===== config.mk =====
export PLATFORM = sky130hd
export DESIGN_NAME = serial_port_receiver
export DESIGN_NICKNAME = d
export VERILOG_FILES = /design/src/core/rx_pkg.sv /design/src/core/baud_if.sv /design/src/core/pin_sync.sv /design/src/core/baud_gen.sv /design/src/core/serial_port_receiver.sv
export SDC_FILE = /design/constraint.sdc
export NUM_CORES = 1
export LEC_CHECK = 0
export BUFFER_PORTS_ARGS = -buffer_cell sky130_fd_sc_hd__buf_2
export CAP_MARGIN = 20
export CORE_MARGIN = 2
export CORE_UTILIZATION = 55
export DETAILED_ROUTE_END_ITERATION = 8
export PLACE_DENSITY = 0.76
export SLEW_MARGIN = 15
export SYNTH_ARGS = -nofsm -noshare
export SYNTH_HDL_FRONTEND = slang
export SYNTH_HIERARCHICAL = 1
export SYNTH_SLANG_ARGS = --single-unit

===== constraint.sdc =====
create_clock -name clk_sys -period 3.75 [get_ports clk_sys]
set_input_delay 0.75 -clock clk_sys [delete_from_list [all_inputs] [get_ports clk_sys]]
set_output_delay 0.75 -clock clk_sys [all_outputs]
set_load 0.05 [all_outputs]

===== src/core/rx_pkg.sv =====
// shared constants and types for the serial receiver
package rx_pkg;
    // ------------------------------------------------------------
    // register offsets
    // ------------------------------------------------------------
    localparam logic [7:0] ADDR_INT_FLAGS = 8'h0C;
    localparam logic [7:0] ADDR_RX_STATUS = 8'h18;
    localparam logic [7:0] ADDR_TX_DATA = 8'h19;
    localparam logic [7:0] ADDR_RX_DATA = 8'h1A;
    localparam logic [7:0] ADDR_EVT_STATUS = 8'h1C;
    localparam logic [7:0] ADDR_EVT_MASK = 8'h1D;
    localparam logic [7:0] ADDR_INT_ENABLES = 8'h8C;
    localparam logic [7:0] ADDR_TX_STATUS = 8'h98;
    localparam logic [7:0] ADDR_BAUD_DIV = 8'h99;
    // ------------------------------------------------------------
    // field positions
    // ------------------------------------------------------------
    localparam int BIT_PORT_EN = 7;
    localparam int BIT_NINE = 6;
    localparam int BIT_SINGLE = 5;
    localparam int BIT_CONT = 4;
    localparam int BIT_ADDR_DET = 3;
    localparam int BIT_FRAME = 2;
    localparam int BIT_OVERRUN = 1;
    localparam int BIT_NINTH = 0;
    localparam int BIT_RX_FLAG = 5;
    localparam int BIT_CLK_SRC = 7;
    localparam int BIT_SYNC_MODE = 4;
    localparam int BIT_HIGH_SPEED = 2;
    localparam int EV_WORD = 0;
    localparam int EV_FRAME = 1;
    localparam int EV_OVERRUN = 2;
    localparam int EV_W = 3;
    // ------------------------------------------------------------
    // reset values and masks
    // ------------------------------------------------------------
    localparam logic [7:0] RX_CTRL_MASK = 8'hF8;
    localparam logic [7:0] TX_STATUS_RESET = 8'h02;
    localparam logic [7:0] ZERO_BYTE = 8'h00;
    localparam logic [EV_W-1:0] EV_NONE = 3'h0;
    // ------------------------------------------------------------
    // timing counts (ticks of the oversample clock)
    // ------------------------------------------------------------
    localparam logic [3:0] TICK_MID = 4'h7;
    localparam logic [3:0] TICK_LAST = 4'hF;
    localparam logic [3:0] LAST_BIT_9 = 4'h8;
    localparam logic [3:0] LAST_BIT_8 = 4'h7;
    localparam logic [1:0] LOW_SPEED_FILL = 2'h3;
    typedef enum logic [1:0] {
        ST_IDLE = 2'b00,
        ST_START = 2'b01,
        ST_DATA = 2'b11,
        ST_STOP = 2'b10
    } rx_state_e;
endpackage


===== src/core/baud_if.sv =====
// link between the receiver and its oversample tick generator
`timescale 1ns/1ps
`default_nettype none
interface baud_if;
    logic [7:0] divisor;
    logic high_speed;
    logic run;
    logic tick;
    modport gen (input divisor, input high_speed, input run, output tick);
    modport user (output divisor, output high_speed, output run,
                  input tick);
endinterface
`default_nettype wire


===== src/core/pin_sync.sv =====
// two-stage synchronisers for pins from outside the clock domain
`timescale 1ns/1ps
`default_nettype none
module pin_sync #(
    parameter int W = 2
) (
    // clock and reset
    input wire logic clk_sys,
    input wire logic reset_n,
    // raw and synchronised levels
    input wire logic [W-1:0] pin_raw,
    output logic [W-1:0] pin_sync_q
);
    // ------------------------------------------------------------
    // one pair of flops per pin; idle level is high
    // ------------------------------------------------------------
    logic [W-1:0] meta_q;
    genvar i;
    generate
        for (i = 0; i < W; i++) begin : g_bit
            always_ff @(posedge clk_sys or negedge reset_n) begin
                if (!reset_n) begin
                    meta_q[i] <= 1'b1;
                    pin_sync_q[i] <= 1'b1;
                end else begin
                    meta_q[i] <= pin_raw[i];
                    pin_sync_q[i] <= meta_q[i];
                end
            end
        end
    endgenerate
endmodule
`default_nettype wire


===== src/core/baud_gen.sv =====
// oversample tick generator driven by the baud divisor
`timescale 1ns/1ps
`default_nettype none
module baud_gen
    import rx_pkg::*;
(
    // clock and reset
    input wire logic clk_sys,
    input wire logic reset_n,
    // control and tick
    baud_if.gen bus
);
    // ------------------------------------------------------------
    // period: divisor+1 clocks, or four times that at low speed
    // ------------------------------------------------------------
    logic [9:0] cnt_q;
    wire logic [9:0] limit = bus.high_speed ? {2'h0, bus.divisor}
                                            : {bus.divisor, LOW_SPEED_FILL};
    wire logic at_end = (cnt_q == limit);
    assign bus.tick = bus.run & at_end;
    // counter restarts while idle so the first tick is a full period
    always_ff @(posedge clk_sys or negedge reset_n) begin
        if (!reset_n) begin
            cnt_q <= 10'h000;
        end else if (!bus.run || at_end) begin
            cnt_q <= 10'h000;
        end else begin
            cnt_q <= cnt_q + 10'h001;
        end
    end
endmodule
`default_nettype wire


===== src/core/serial_port_receiver.sv =====
// receive side of the serial port: async and sync master/slave
`timescale 1ns/1ps
`default_nettype none
module serial_port_receiver
    import rx_pkg::*;
(
    // clock and reset
    input wire logic clk_sys,
    input wire logic reset_n,
    // register port
    input wire logic [7:0] reg_addr,
    input wire logic [7:0] reg_wdata,
    input wire logic reg_wr,
    input wire logic reg_rd,
    output logic [7:0] reg_rdata,
    // serial pins
    input wire logic data_pin_i,
    input wire logic clock_pin_i,
    output logic clock_pin_o,
    output logic clock_pin_oe_n,
    output logic pins_to_port,
    // core side
    input wire logic sleep,
    input wire logic global_interrupt_enable,
    output logic receive_interrupt,
    output logic wake,
    output logic vector_request,
    output logic irq
);
    // ------------------------------------------------------------
    // helpers
    // ------------------------------------------------------------
    function automatic logic hit(input logic [7:0] a, input logic [7:0] o);
        return a == o;
    endfunction

    // ------------------------------------------------------------
    // registers
    // ------------------------------------------------------------
    logic [7:0] rx_ctrl_q;
    logic [7:0] tx_status_q;
    logic [7:0] tx_data_q;
    logic [7:0] baud_div_q;
    logic [7:0] int_en_q;
    logic [7:0] data_q;
    logic [EV_W-1:0] evt_q;
    logic [EV_W-1:0] evt_mask_q;
    logic full_q;
    logic ninth_q;
    logic frame_q;
    logic overrun_q;
    logic [7:0] reg_rdata_q;
    rx_state_e st_q;
    rx_state_e st_d;
    logic [3:0] sub_q;
    logic [3:0] sub_d;
    logic [3:0] bit_q;
    logic [3:0] bit_d;
    logic [8:0] shift_q;
    logic ck_q;
    logic ck_d;
    logic ck_prev_q;
    logic shift_en;
    logic done;
    logic frame_bad;

    // ------------------------------------------------------------
    // pin synchronisers and tick generator
    // ------------------------------------------------------------
    logic [1:0] pins_s;
    pin_sync #(.W(2)) u_sync (
        .clk_sys(clk_sys),
        .reset_n(reset_n),
        .pin_raw({clock_pin_i, data_pin_i}),
        .pin_sync_q(pins_s)
    );
    wire logic rx_s = pins_s[0];
    wire logic ck_s = pins_s[1];

    baud_if bif ();
    baud_gen u_baud (
        .clk_sys(clk_sys),
        .reset_n(reset_n),
        .bus(bif.gen)
    );

    // ------------------------------------------------------------
    // control decode
    // ------------------------------------------------------------
    wire logic port_en = rx_ctrl_q[BIT_PORT_EN];
    wire logic nine = rx_ctrl_q[BIT_NINE];
    wire logic single = rx_ctrl_q[BIT_SINGLE];
    wire logic cont = rx_ctrl_q[BIT_CONT];
    wire logic addr_det = rx_ctrl_q[BIT_ADDR_DET];
    wire logic sync_mode = tx_status_q[BIT_SYNC_MODE];
    wire logic master = sync_mode & tx_status_q[BIT_CLK_SRC];
    // master listens on single or continuous; slave only on continuous
    wire logic want_rx = master ? (cont | single) : cont;
    // only the slave keeps going with the core asleep
    wire logic awake_ok = !sleep | (sync_mode & !master);
    // an overrun halts reception until continuous receive is cleared
    wire logic rx_on = port_en & want_rx & awake_ok & !overrun_q;
    wire logic bit_last = bit_q == (nine ? LAST_BIT_9 : LAST_BIT_8);
    wire logic wr_status = reg_wr & hit(reg_addr, ADDR_RX_STATUS);
    wire logic rd_data = reg_rd & hit(reg_addr, ADDR_RX_DATA);

    assign bif.divisor = baud_div_q;
    assign bif.high_speed = tx_status_q[BIT_HIGH_SPEED];
    assign bif.run = rx_on & (!sync_mode | master);

    // ------------------------------------------------------------
    // sync sampling edge: own falling clock or the master's
    // ------------------------------------------------------------
    wire logic half_end = bif.tick & (sub_q == TICK_MID);
    wire logic sync_fall = master ? (half_end & ck_q)
                                  : (ck_prev_q & !ck_s);

    // ------------------------------------------------------------
    // receive sequencer
    // ------------------------------------------------------------
    always_comb begin
        st_d = st_q;
        sub_d = sub_q;
        bit_d = bit_q;
        ck_d = ck_q;
        shift_en = 1'b0;
        done = 1'b0;
        frame_bad = 1'b0;
        if (!rx_on) begin
            st_d = ST_IDLE;
            sub_d = 4'h0;
            bit_d = 4'h0;
            ck_d = 1'b0;
        end else if (sync_mode) begin
            st_d = ST_DATA;
            if (st_q != ST_DATA) begin
                sub_d = 4'h0;
                bit_d = 4'h0;
            end else begin
                if (master && bif.tick) begin
                    sub_d = half_end ? 4'h0 : sub_q + 4'h1;
                    ck_d = half_end ? !ck_q : ck_q;
                end
                if (sync_fall) begin
                    shift_en = 1'b1;
                    done = bit_last;
                    bit_d = bit_last ? 4'h0 : bit_q + 4'h1;
                end
            end
        end else begin
            case (st_q)
                ST_IDLE: begin
                    if (!rx_s) begin
                        st_d = ST_START;
                        sub_d = 4'h0;
                        bit_d = 4'h0;
                    end
                end
                ST_START: begin
                    // a start bit gone high by mid-bit was a glitch
                    if (bif.tick && sub_q == TICK_MID) begin
                        sub_d = 4'h0;
                        st_d = rx_s ? ST_IDLE : ST_DATA;
                    end else if (bif.tick) begin
                        sub_d = sub_q + 4'h1;
                    end
                end
                ST_DATA: begin
                    if (bif.tick && sub_q == TICK_LAST) begin
                        sub_d = 4'h0;
                        shift_en = 1'b1;
                        st_d = bit_last ? ST_STOP : ST_DATA;
                        bit_d = bit_last ? bit_q : bit_q + 4'h1;
                    end else if (bif.tick) begin
                        sub_d = sub_q + 4'h1;
                    end
                end
                ST_STOP: begin
                    if (bif.tick && sub_q == TICK_LAST) begin
                        done = 1'b1;
                        frame_bad = !rx_s;
                        st_d = ST_IDLE;
                    end else if (bif.tick) begin
                        sub_d = sub_q + 4'h1;
                    end
                end
                default: st_d = ST_IDLE;
            endcase
        end
    end

    // ------------------------------------------------------------
    // word assembly, lsb first
    // ------------------------------------------------------------
    wire logic [8:0] shift_d = shift_en ? {rx_s, shift_q[8:1]} : shift_q;
    wire logic [7:0] word_data = nine ? shift_d[7:0] : shift_d[8:1];
    wire logic word_ninth = nine & shift_d[8];
    // address words only: ninth bit clear means the word is dropped
    wire logic reject = !sync_mode & nine & addr_det & !word_ninth;
    wire logic accept = done & !reject;
    // one-word buffer; a read in the same cycle makes room
    wire logic load = accept & (!full_q | rd_data);
    wire logic overrun_set = accept & full_q & !rd_data;
    wire logic clear_single = done & master & !cont;

    always_ff @(posedge clk_sys or negedge reset_n) begin
        if (!reset_n) begin
            st_q <= ST_IDLE;
            sub_q <= 4'h0;
            bit_q <= 4'h0;
            ck_q <= 1'b0;
            ck_prev_q <= 1'b0;
            shift_q <= 9'h000;
        end else begin
            st_q <= st_d;
            sub_q <= sub_d;
            bit_q <= bit_d;
            ck_q <= ck_d;
            ck_prev_q <= ck_s;
            shift_q <= shift_d;
        end
    end

    // ------------------------------------------------------------
    // received data, ninth bit, framing and overrun
    // ------------------------------------------------------------
    always_ff @(posedge clk_sys or negedge reset_n) begin
        if (!reset_n) begin
            data_q <= ZERO_BYTE;
            ninth_q <= 1'b0;
            frame_q <= 1'b0;
            full_q <= 1'b0;
            overrun_q <= 1'b0;
        end else begin
            if (load) begin
                data_q <= word_data;
                ninth_q <= word_ninth;
                frame_q <= frame_bad;
            end
            // new word wins over a read in the same cycle
            full_q <= load | (full_q & !rd_data);
            overrun_q <= overrun_set | (overrun_q & cont);
        end
    end

    // ------------------------------------------------------------
    // software registers
    // ------------------------------------------------------------
    always_ff @(posedge clk_sys or negedge reset_n) begin
        if (!reset_n) begin
            rx_ctrl_q <= ZERO_BYTE;
            tx_status_q <= TX_STATUS_RESET;
            tx_data_q <= ZERO_BYTE;
            baud_div_q <= ZERO_BYTE;
            int_en_q <= ZERO_BYTE;
            evt_mask_q <= EV_NONE;
        end else begin
            if (wr_status) begin
                rx_ctrl_q <= reg_wdata & RX_CTRL_MASK;
            end else if (clear_single) begin
                rx_ctrl_q[BIT_SINGLE] <= 1'b0;
            end
            if (reg_wr && hit(reg_addr, ADDR_TX_STATUS)) begin
                tx_status_q <= reg_wdata;
            end
            if (reg_wr && hit(reg_addr, ADDR_TX_DATA)) begin
                tx_data_q <= reg_wdata;
            end
            if (reg_wr && hit(reg_addr, ADDR_BAUD_DIV)) begin
                baud_div_q <= reg_wdata;
            end
            if (reg_wr && hit(reg_addr, ADDR_INT_ENABLES)) begin
                int_en_q <= reg_wdata;
            end
            if (reg_wr && hit(reg_addr, ADDR_EVT_MASK)) begin
                evt_mask_q <= reg_wdata[EV_W-1:0];
            end
        end
    end

    // ------------------------------------------------------------
    // sticky events, write one to clear; a new event wins
    // ------------------------------------------------------------
    wire logic [EV_W-1:0] evt_new = {overrun_set, load & frame_bad, load};
    wire logic [EV_W-1:0] evt_clr =
        (reg_wr && hit(reg_addr, ADDR_EVT_STATUS)) ? reg_wdata[EV_W-1:0]
                                                   : EV_NONE;
    always_ff @(posedge clk_sys or negedge reset_n) begin
        if (!reset_n) begin
            evt_q <= EV_NONE;
        end else begin
            evt_q <= evt_new | (evt_q & ~evt_clr);
        end
    end

    // ------------------------------------------------------------
    // read data, one cycle after the strobe
    // ------------------------------------------------------------
    logic [7:0] rd_mux;
    always_comb begin
        if (hit(reg_addr, ADDR_RX_STATUS)) begin
            rd_mux = rx_ctrl_q | 8'({frame_q, overrun_q, ninth_q});
        end else if (hit(reg_addr, ADDR_RX_DATA)) begin
            rd_mux = data_q;
        end else if (hit(reg_addr, ADDR_INT_FLAGS)) begin
            rd_mux = 8'(full_q) << BIT_RX_FLAG;
        end else if (hit(reg_addr, ADDR_INT_ENABLES)) begin
            rd_mux = int_en_q;
        end else if (hit(reg_addr, ADDR_TX_STATUS)) begin
            rd_mux = tx_status_q;
        end else if (hit(reg_addr, ADDR_BAUD_DIV)) begin
            rd_mux = baud_div_q;
        end else if (hit(reg_addr, ADDR_EVT_STATUS)) begin
            rd_mux = 8'(evt_q);
        end else if (hit(reg_addr, ADDR_EVT_MASK)) begin
            rd_mux = 8'(evt_mask_q);
        end else begin
            rd_mux = ZERO_BYTE; // write-only and unmapped read zero
        end
    end
    always_ff @(posedge clk_sys or negedge reset_n) begin
        if (!reset_n) begin
            reg_rdata_q <= ZERO_BYTE;
        end else if (reg_rd) begin
            reg_rdata_q <= rd_mux;
        end
    end
    assign reg_rdata = reg_rdata_q;

    // ------------------------------------------------------------
    // pins and interrupt outputs
    // ------------------------------------------------------------
    assign pins_to_port = port_en;
    assign clock_pin_o = ck_q;
    // clock is driven only by a running master; slave stays input
    assign clock_pin_oe_n = !(rx_on & master);
    assign receive_interrupt = full_q & int_en_q[BIT_RX_FLAG];
    assign wake = receive_interrupt;
    assign vector_request = receive_interrupt & global_interrupt_enable;
    assign irq = |(evt_q & evt_mask_q);
endmodule
`default_nettype wire


## After elaboration in Yosys (flattened, before gate mapping)

Index checks and enable logic that the tools add are counted.

| operators by class | value |
|---|---|
| add/subtract/negate cells | 3 |
| multipliers | 0 |
| div/mod/pow operators | 0 |
| order comparisons | 0 |
| equality and inequality tests | 29 |
| shifts and indexed selects | 0 |
| muxes and demuxes | 66 |
| bitwise operators | 39 |
| reduce and logical (&&, ||, !) cells | 30 |

Operators by type and width:

| kind | number |
|---|---|
| $mux W4 | 18 |
| $mux W8 | 7 |
| $eq A8 B5 Y1 const B | 4 |
| $and A1 B1 Y1 | 28 |
| $mux W1 | 25 |
| $eq A8 B8 Y1 const B | 3 |
| $ne A4 B4 Y1 const B | 6 |
| $mux W10 | 2 |
| $pmux W4 S4 | 1 |
| $logic_not A1 Y1 | 14 |
| $mux W2 | 7 |
| $ne A4 B2 Y1 const B | 3 |
| $add A10 B1 Y10 const B | 1 |
| $eq A10 B10 Y1 | 1 |
| $mux W3 | 3 |
| $mux W9 | 1 |
| $add A4 B1 Y4 const B | 2 |
| $eq A8 B4 Y1 const B | 1 |
| $logic_and A1 B1 Y1 | 8 |
| $or A8 B3 Y8 | 1 |
| $pmux W2 S4 | 1 |
| $pmux W4 S2 | 1 |
| $reduce_and A4 Y1 | 2 |
| $and A3 B3 Y3 | 2 |
| 16 further kinds | 25 |

| storage, ports and cells | value |
|---|---|
| flip-flop bits (word level) | 90 |
| latch bits | 0 |
| bits in writable memories | 0 |
| memory bits (read-only) | 0 |
| input bits | 24 |
| output and inout bits | 15 |
| logic and storage cells | 191 |
| memories kept | 0 |

## Depth between registers and ports, before layout

| logic depth | value |
|---|---|
| word-level depth | 24 |
| depth in mapped cells | 14 |
| mapped depth without buffers | 11 |

## Cells and area by module

Netlist, hierarchy kept.

Modules (own cells, without submodules):

| module | instances | cells an instance | area each (um2) |
|---|---|---|---|
| serial_port_receiver | 1 | 393 | 4299.1 |
| baud_gen | 1 | 88 | 832.0 |
| pin_sync | 1 | 4 | 105.1 |

## Worst setup path after synthesis

No wires, ideal clock.

| path | value |
|---|---|
| path kind | register to register |
| start point | register rx_ctrl_q[7] |
| end point | register data_q[0] |
| library setup time | 125 ps |
| data arrival time | 3733 ps |
| data required time | 3625 ps |
| path slack | -108 ps |
| cell stages (with the launch flop) | 13 |
| buffers on the path | 3 |
| period minus slack after synthesis | 3858 ps |
| cells stage by stage | dfrtp_1 -> or2b_1 -> nor4_1 -> dlygate4sd3_1 -> and2_2 -> buf_4 -> nand4b_1 -> o22a_2 -> o32ai_4 -> o311ai_4 -> nor2b_4 -> buf_12 -> mux2_4 |

| between the ends | value |
|---|---|
| longest elaborated chain between the ends | 19 |
| elaborated cells on any way between the ends | 28 |

RTL lines:

| what | line | text |
|---|---|---|
| from (decl) | serial_port_receiver.sv:40 | `logic [7:0] rx_ctrl_q;` |
| from (signal assigned) | serial_port_receiver.sv:259 | `rx_ctrl_q <= reg_wdata & RX_CTRL_MASK;` |
| $and A1 B1 Y1 (*) (3 in a row) | serial_port_receiver.sv:102 | `wire logic rx_on = port_en & want_rx & awake_ok & !overrun_q;` |
| $and A1 B1 Y1 (*) | serial_port_receiver.sv:109 | `assign bif.run = rx_on & (!sync_mode \| master);` |
| named net bif.run | baud_if.sv:7 | `logic run;` |
| $and A1 B1 Y1 (*) | baud_gen.sv:20 | `assign bus.tick = bus.run & at_end;` |
| named net bif.tick | baud_if.sv:8 | `logic tick;` |
| $and A1 B1 Y1 | serial_port_receiver.sv:114 | `wire logic half_end = bif.tick & (sub_q == TICK_MID);` |
| $and A1 B1 Y1 | serial_port_receiver.sv:115 | `wire logic sync_fall = master ? (half_end & ck_q)` |
| $mux W1 | serial_port_receiver.sv:115 |  |
| [3 not listed] | -- |  |
| $mux W1 | serial_port_receiver.sv:129 | `if (!rx_on) begin` |
| $mux W9 | serial_port_receiver.sv:195 | `wire logic [8:0] shift_d = shift_en ? {rx_s, shift_q[8:1]} : shift_q;` |
| $and A1 B1 Y1 | serial_port_receiver.sv:197 | `wire logic word_ninth = nine & shift_d[8];` |
| $logic_not A1 Y1 | serial_port_receiver.sv:199 | `wire logic reject = !sync_mode & nine & addr_det & !word_ninth;` |
| $and A1 B1 Y1 | serial_port_receiver.sv:199 |  |
| $logic_not A1 Y1 | serial_port_receiver.sv:200 | `wire logic accept = done & !reject;` |
| $and A1 B1 Y1 | serial_port_receiver.sv:200 |  |
| $and A1 B1 Y1 | serial_port_receiver.sv:202 | `wire logic load = accept & (!full_q \| rd_data);` |
| to (signal assigned) | serial_port_receiver.sv:236 | `data_q <= word_data;` |
| to (decl) | serial_port_receiver.sv:45 | `logic [7:0] data_q;` |

Mark *: on every way through the listed nets, which the timed path passes. The rest lies on a longest branch.
A chain may end at the register's enable or synchronous reset.

## Worst setup path in the final report

| path | value |
|---|---|
| start point | register tx_status_q[2] |
| end point | register ninth_q |

| between the ends | value |
|---|---|
| longest elaborated chain between the ends | 17 |
| elaborated cells on any way between the ends | 25 |

RTL lines:

| what | line | text |
|---|---|---|
| from (decl) | serial_port_receiver.sv:41 | `logic [7:0] tx_status_q;` |
| from (signal assigned) | serial_port_receiver.sv:264 | `tx_status_q <= reg_wdata;` |
| $mux W10 (*) | baud_gen.sv:17 | `wire logic [9:0] limit = bus.high_speed ? {2'h0, bus.divisor}` |
| $eq A10 B10 Y1 (*) | baud_gen.sv:19 | `wire logic at_end = (cnt_q == limit);` |
| $and A1 B1 Y1 (*) | baud_gen.sv:20 |  |
| named net bif.tick | baud_if.sv:8 |  |
| $and A1 B1 Y1 | serial_port_receiver.sv:114 |  |
| $and A1 B1 Y1 | serial_port_receiver.sv:115 |  |
| $mux W1 | serial_port_receiver.sv:115 |  |
| $mux W1 | serial_port_receiver.sv:144 | `if (sync_fall) begin` |
| [2 not listed] | -- |  |
| $mux W1 | serial_port_receiver.sv:129 |  |
| $mux W9 | serial_port_receiver.sv:195 |  |
| $and A1 B1 Y1 | serial_port_receiver.sv:197 |  |
| $logic_not A1 Y1 | serial_port_receiver.sv:199 |  |
| $and A1 B1 Y1 | serial_port_receiver.sv:199 |  |
| $logic_not A1 Y1 | serial_port_receiver.sv:200 |  |
| $and A1 B1 Y1 | serial_port_receiver.sv:200 |  |
| $and A1 B1 Y1 | serial_port_receiver.sv:202 |  |
| to (signal assigned) | serial_port_receiver.sv:237 | `ninth_q <= word_ninth;` |
| to (decl) | serial_port_receiver.sv:49 | `logic ninth_q;` |

Marked as above.

==> qor.yml <==
crit_family: "compound AO/OA/AOI/OAI gates"
antenna_found_initial: 0
crit_fanout: 12
hold_viol_final: 0
cts_tree: "yes"
netlist_top_cells_count: "85 x dfrtp_1, 52 x nand2_1, 37 x mux2_2, 26 x inv_1, 24 x mux2i_1"
cts.sinks: 90
syn_inst: 485
yosysMostFrequentCell: "dfrtp_1"
combPwrFrac_pct: 6.9
drtPass1Iterations: 7
whs_ns: 0.360
yosys-top-cells-area: "dfrtp_1 41%, mux2_2 8.0%, mux2i_1 4.6%"
grt_max_degree: 45
finalNetCount: 550
rsz0062_at_grt: "no"
synth_area_leader_cell: "dfrtp_1"
yosysTopAreaCellShare_pct: 40.6
vias: 4025
postRouteAntennaNets: 0
drc: 0
fin_ws_ns: 0.283
clk_path_buf_depth: 2
grt_pass1_wl_um: 19800
status: "completed"
grt_pass1_vias: 3897
ys_seq_area_share_pct: 43.1
cp_slowest_stage_delay_ns: 0.51
seq_power_share_pct: 56.8
layout_min_cycle_time_ns: 3.47
async_reset_ff_share_pct: 100
syn_avg_cell_area_um2: 10.8
cp-start-kind: "flip-flop"
grt.overflow.total: 0
globalplace.congestion: 0.925
syn_area_mm2: 0.00524
endpoint_kind: "flip-flop"
diodes: 0
root_buffer: "clkbuf_8"
core_area_mm2: 0.00924
final-max-slew-violation-count: 0
start_util_pct: 56.7
pre_cts_ws_ns: 0.0834
routedWlPerCell_um: 18.4
avgViaCountPerCell: 6.16
internal-power_w: 0.00130
setup_viol: 0
dpl.hpwl_um: 8810
drt-total-wl_um: 12000
cp_slowest_cell: "dfrtp_2"
ys_warn_count: 6
crit_required_ns: 4.01
path_cells: "or2b_1 > a2111oi_4 > o21ai_1 > nor4_2 > and2_2 > nand4b_1 > o22a_2 > o32ai_4 > o311ai_4 > nor2b_4 > buf_12 > mux2_2"
synth-edff-count: 0
core.rowCount: 35
clkTransAtPathRegs_ns: 0.10
yosysUniqueCellTypes: 88
place_inst: 636
grt_use_total_pct: 24.5
synth_ff_type: "dfrtp_1"
ios: 39
synthToLayoutAreaGrowth_pct: 8.84
instances_no_fill: 653
worst_pin_slew_ns: 0.609
p_clk_share_pct: 36.4
worstSkewPairLatency_ns: 0.37
leakage_nw: 2.62
syn-num-nets: 516
period_share_pct: 92.5
power_density_mw_per_mm2: 315
hold_class: "primary input to asynchronous set/reset pin"
slew_headroom_pct: 59.4
synth-seq-cells: 90
die_area_mm2: 0.0103
maxCapViolCount: 0
cts_max_level: 3
crit_buf_inv: 1
peakVddDrop_v: 0.000227
arrival_ns: 3.72
netSwitchingPower_w: 0.000499
numCtsBuffers: 9
switching_share_pct: 27.8
drive_gt1_share_pct: 29.2
finClkSkew_ns: 0.0180
io_buffers: 38
die_y_um: 102
drtIter0Drc: 358
die_x_um: 102
worstSetupPathType: "flip-flop to flip-flop"
fmax_mhz: 288
tns_ns: 0
[state kept, by name (all words and copies together), names as in the netlist, 4 cells and up]
signal / flops
baud_div_q: 8
reg_rdata: 8
shift_q: 9
u_baud/cnt_q: 10
int_en_q: 8
data_q: 8
bit_q: 4
sub_q: 4
tx_status_q: 8
rx_ctrl_q: 5
[per-layer routing]
metal / global-route usage (%) / vias to the layer above / wire length, um
met1: 33.6 / 2007 / 5210
met2: 40.1 / 146 / 5890
li1: - / 1844 / -
met3: 4.49 / 28 / 709
met4: 6.86 / 0 / 237
met5: 0 / - / 0
[power groups by stage]
stage | logic (W) | registers [W] | clock network (W)
finish | 0.000123 | 0.00102 | 0.000653
global route | 0.000136 | 0.00102 | 0.000703
CTS | 0.000124 | 0.00102 | 0.000668
detailed placement | 0.000123 | 0.00104 | 0
global placement | 0.000120 | 0.00104 | 0
floorplan | 0.0000723 | 0.00103 | 0
[layout by cell type (no fill, tap or decap), types with 8 or more instances in the layout]
| master | instances |
|---|---|
| a21oi_1 | 20 |
| buf_2 | 37 |
| buf_4 | 10 |
| clkbuf_8 | 9 |
| dfrtp_1 | 83 |
| inv_1 | 26 |
| mux2_2 | 37 |
| mux2_4 | 8 |
| mux2i_1 | 24 |
| nand2_1 | 52 |
| nand3_1 | 19 |
| nor2_1 | 13 |
| o21ai_0 | 18 |
| xnor2_1 | 10 |
[per-stage QoR]
step                      cell area, um2  total power, W  utilization, %
after CTS                           5680         0.00181            61.4
after detailed placement            5480         0.00116            59.4
after floorplan                     5240         0.00110               -
final                               5700         0.00180            61.7
after global placement              5480         0.00116            59.4
after global routing                5700         0.00186            61.7
[layout make-up]
cell class,count,area [um2]
inverters,26,97.6
multi-input cells,344,2710
well taps,129,161
flip-flops and latches,90,2260
clock inverters,7,70.1
repair buffers,48,280
fillers,783,3540
clock buffers,9,124
[final timing paths]
path / startpoint / end / slack, ns / cells past startpoint
worst max-delay path: tx_status_q[2]$_DFFE_PN0P_ / ninth_q$_DFFE_PN0P_ / 0.28 / 12
worst min-delay path: reset_n / st_q[0]$_DFFE_PN0P_ / 0.36 / 1
worst max register to register: tx_status_q[2]$_DFFE_PN0P_ / ninth_q$_DFFE_PN0P_ / 0.28 / 12
worst min register to register: u_sync/meta_q[0]$_DFF_PN1_ / u_sync/pin_sync_q[0]$_DFF_PN1_ / 0.36 / 0
max in group asynchronous: reset_n / tx_status_q[1]$_DFFE_PN1P_ / 2.59 / 2
min in group clk_sys: u_sync/meta_q[0]$_DFF_PN1_ / u_sync/pin_sync_q[0]$_DFF_PN1_ / 0.36 / 0
[kinds of logic after synthesis]
| logic type | after synthesis | share of synthesized area, % |
|---|---|---|
| mux | 69 | 14.8 |
| flops | 90 | 43.1 |
| buf+inv | 51 | 5.21 |
| compound gates | 103 | 16.2 |
| simple gates | 152 | 16.8 |
| xor+xnor | 13 | 2.17 |
| fa+ha+maj | 7 | 1.67 |
[repair_timing]
action,CTS,global route
resized for setup,0,1
buffers inserted,0,1
setup endpoints to repair,0,10
hold buffers,0,0
Power figures use the tool's default switching activity.
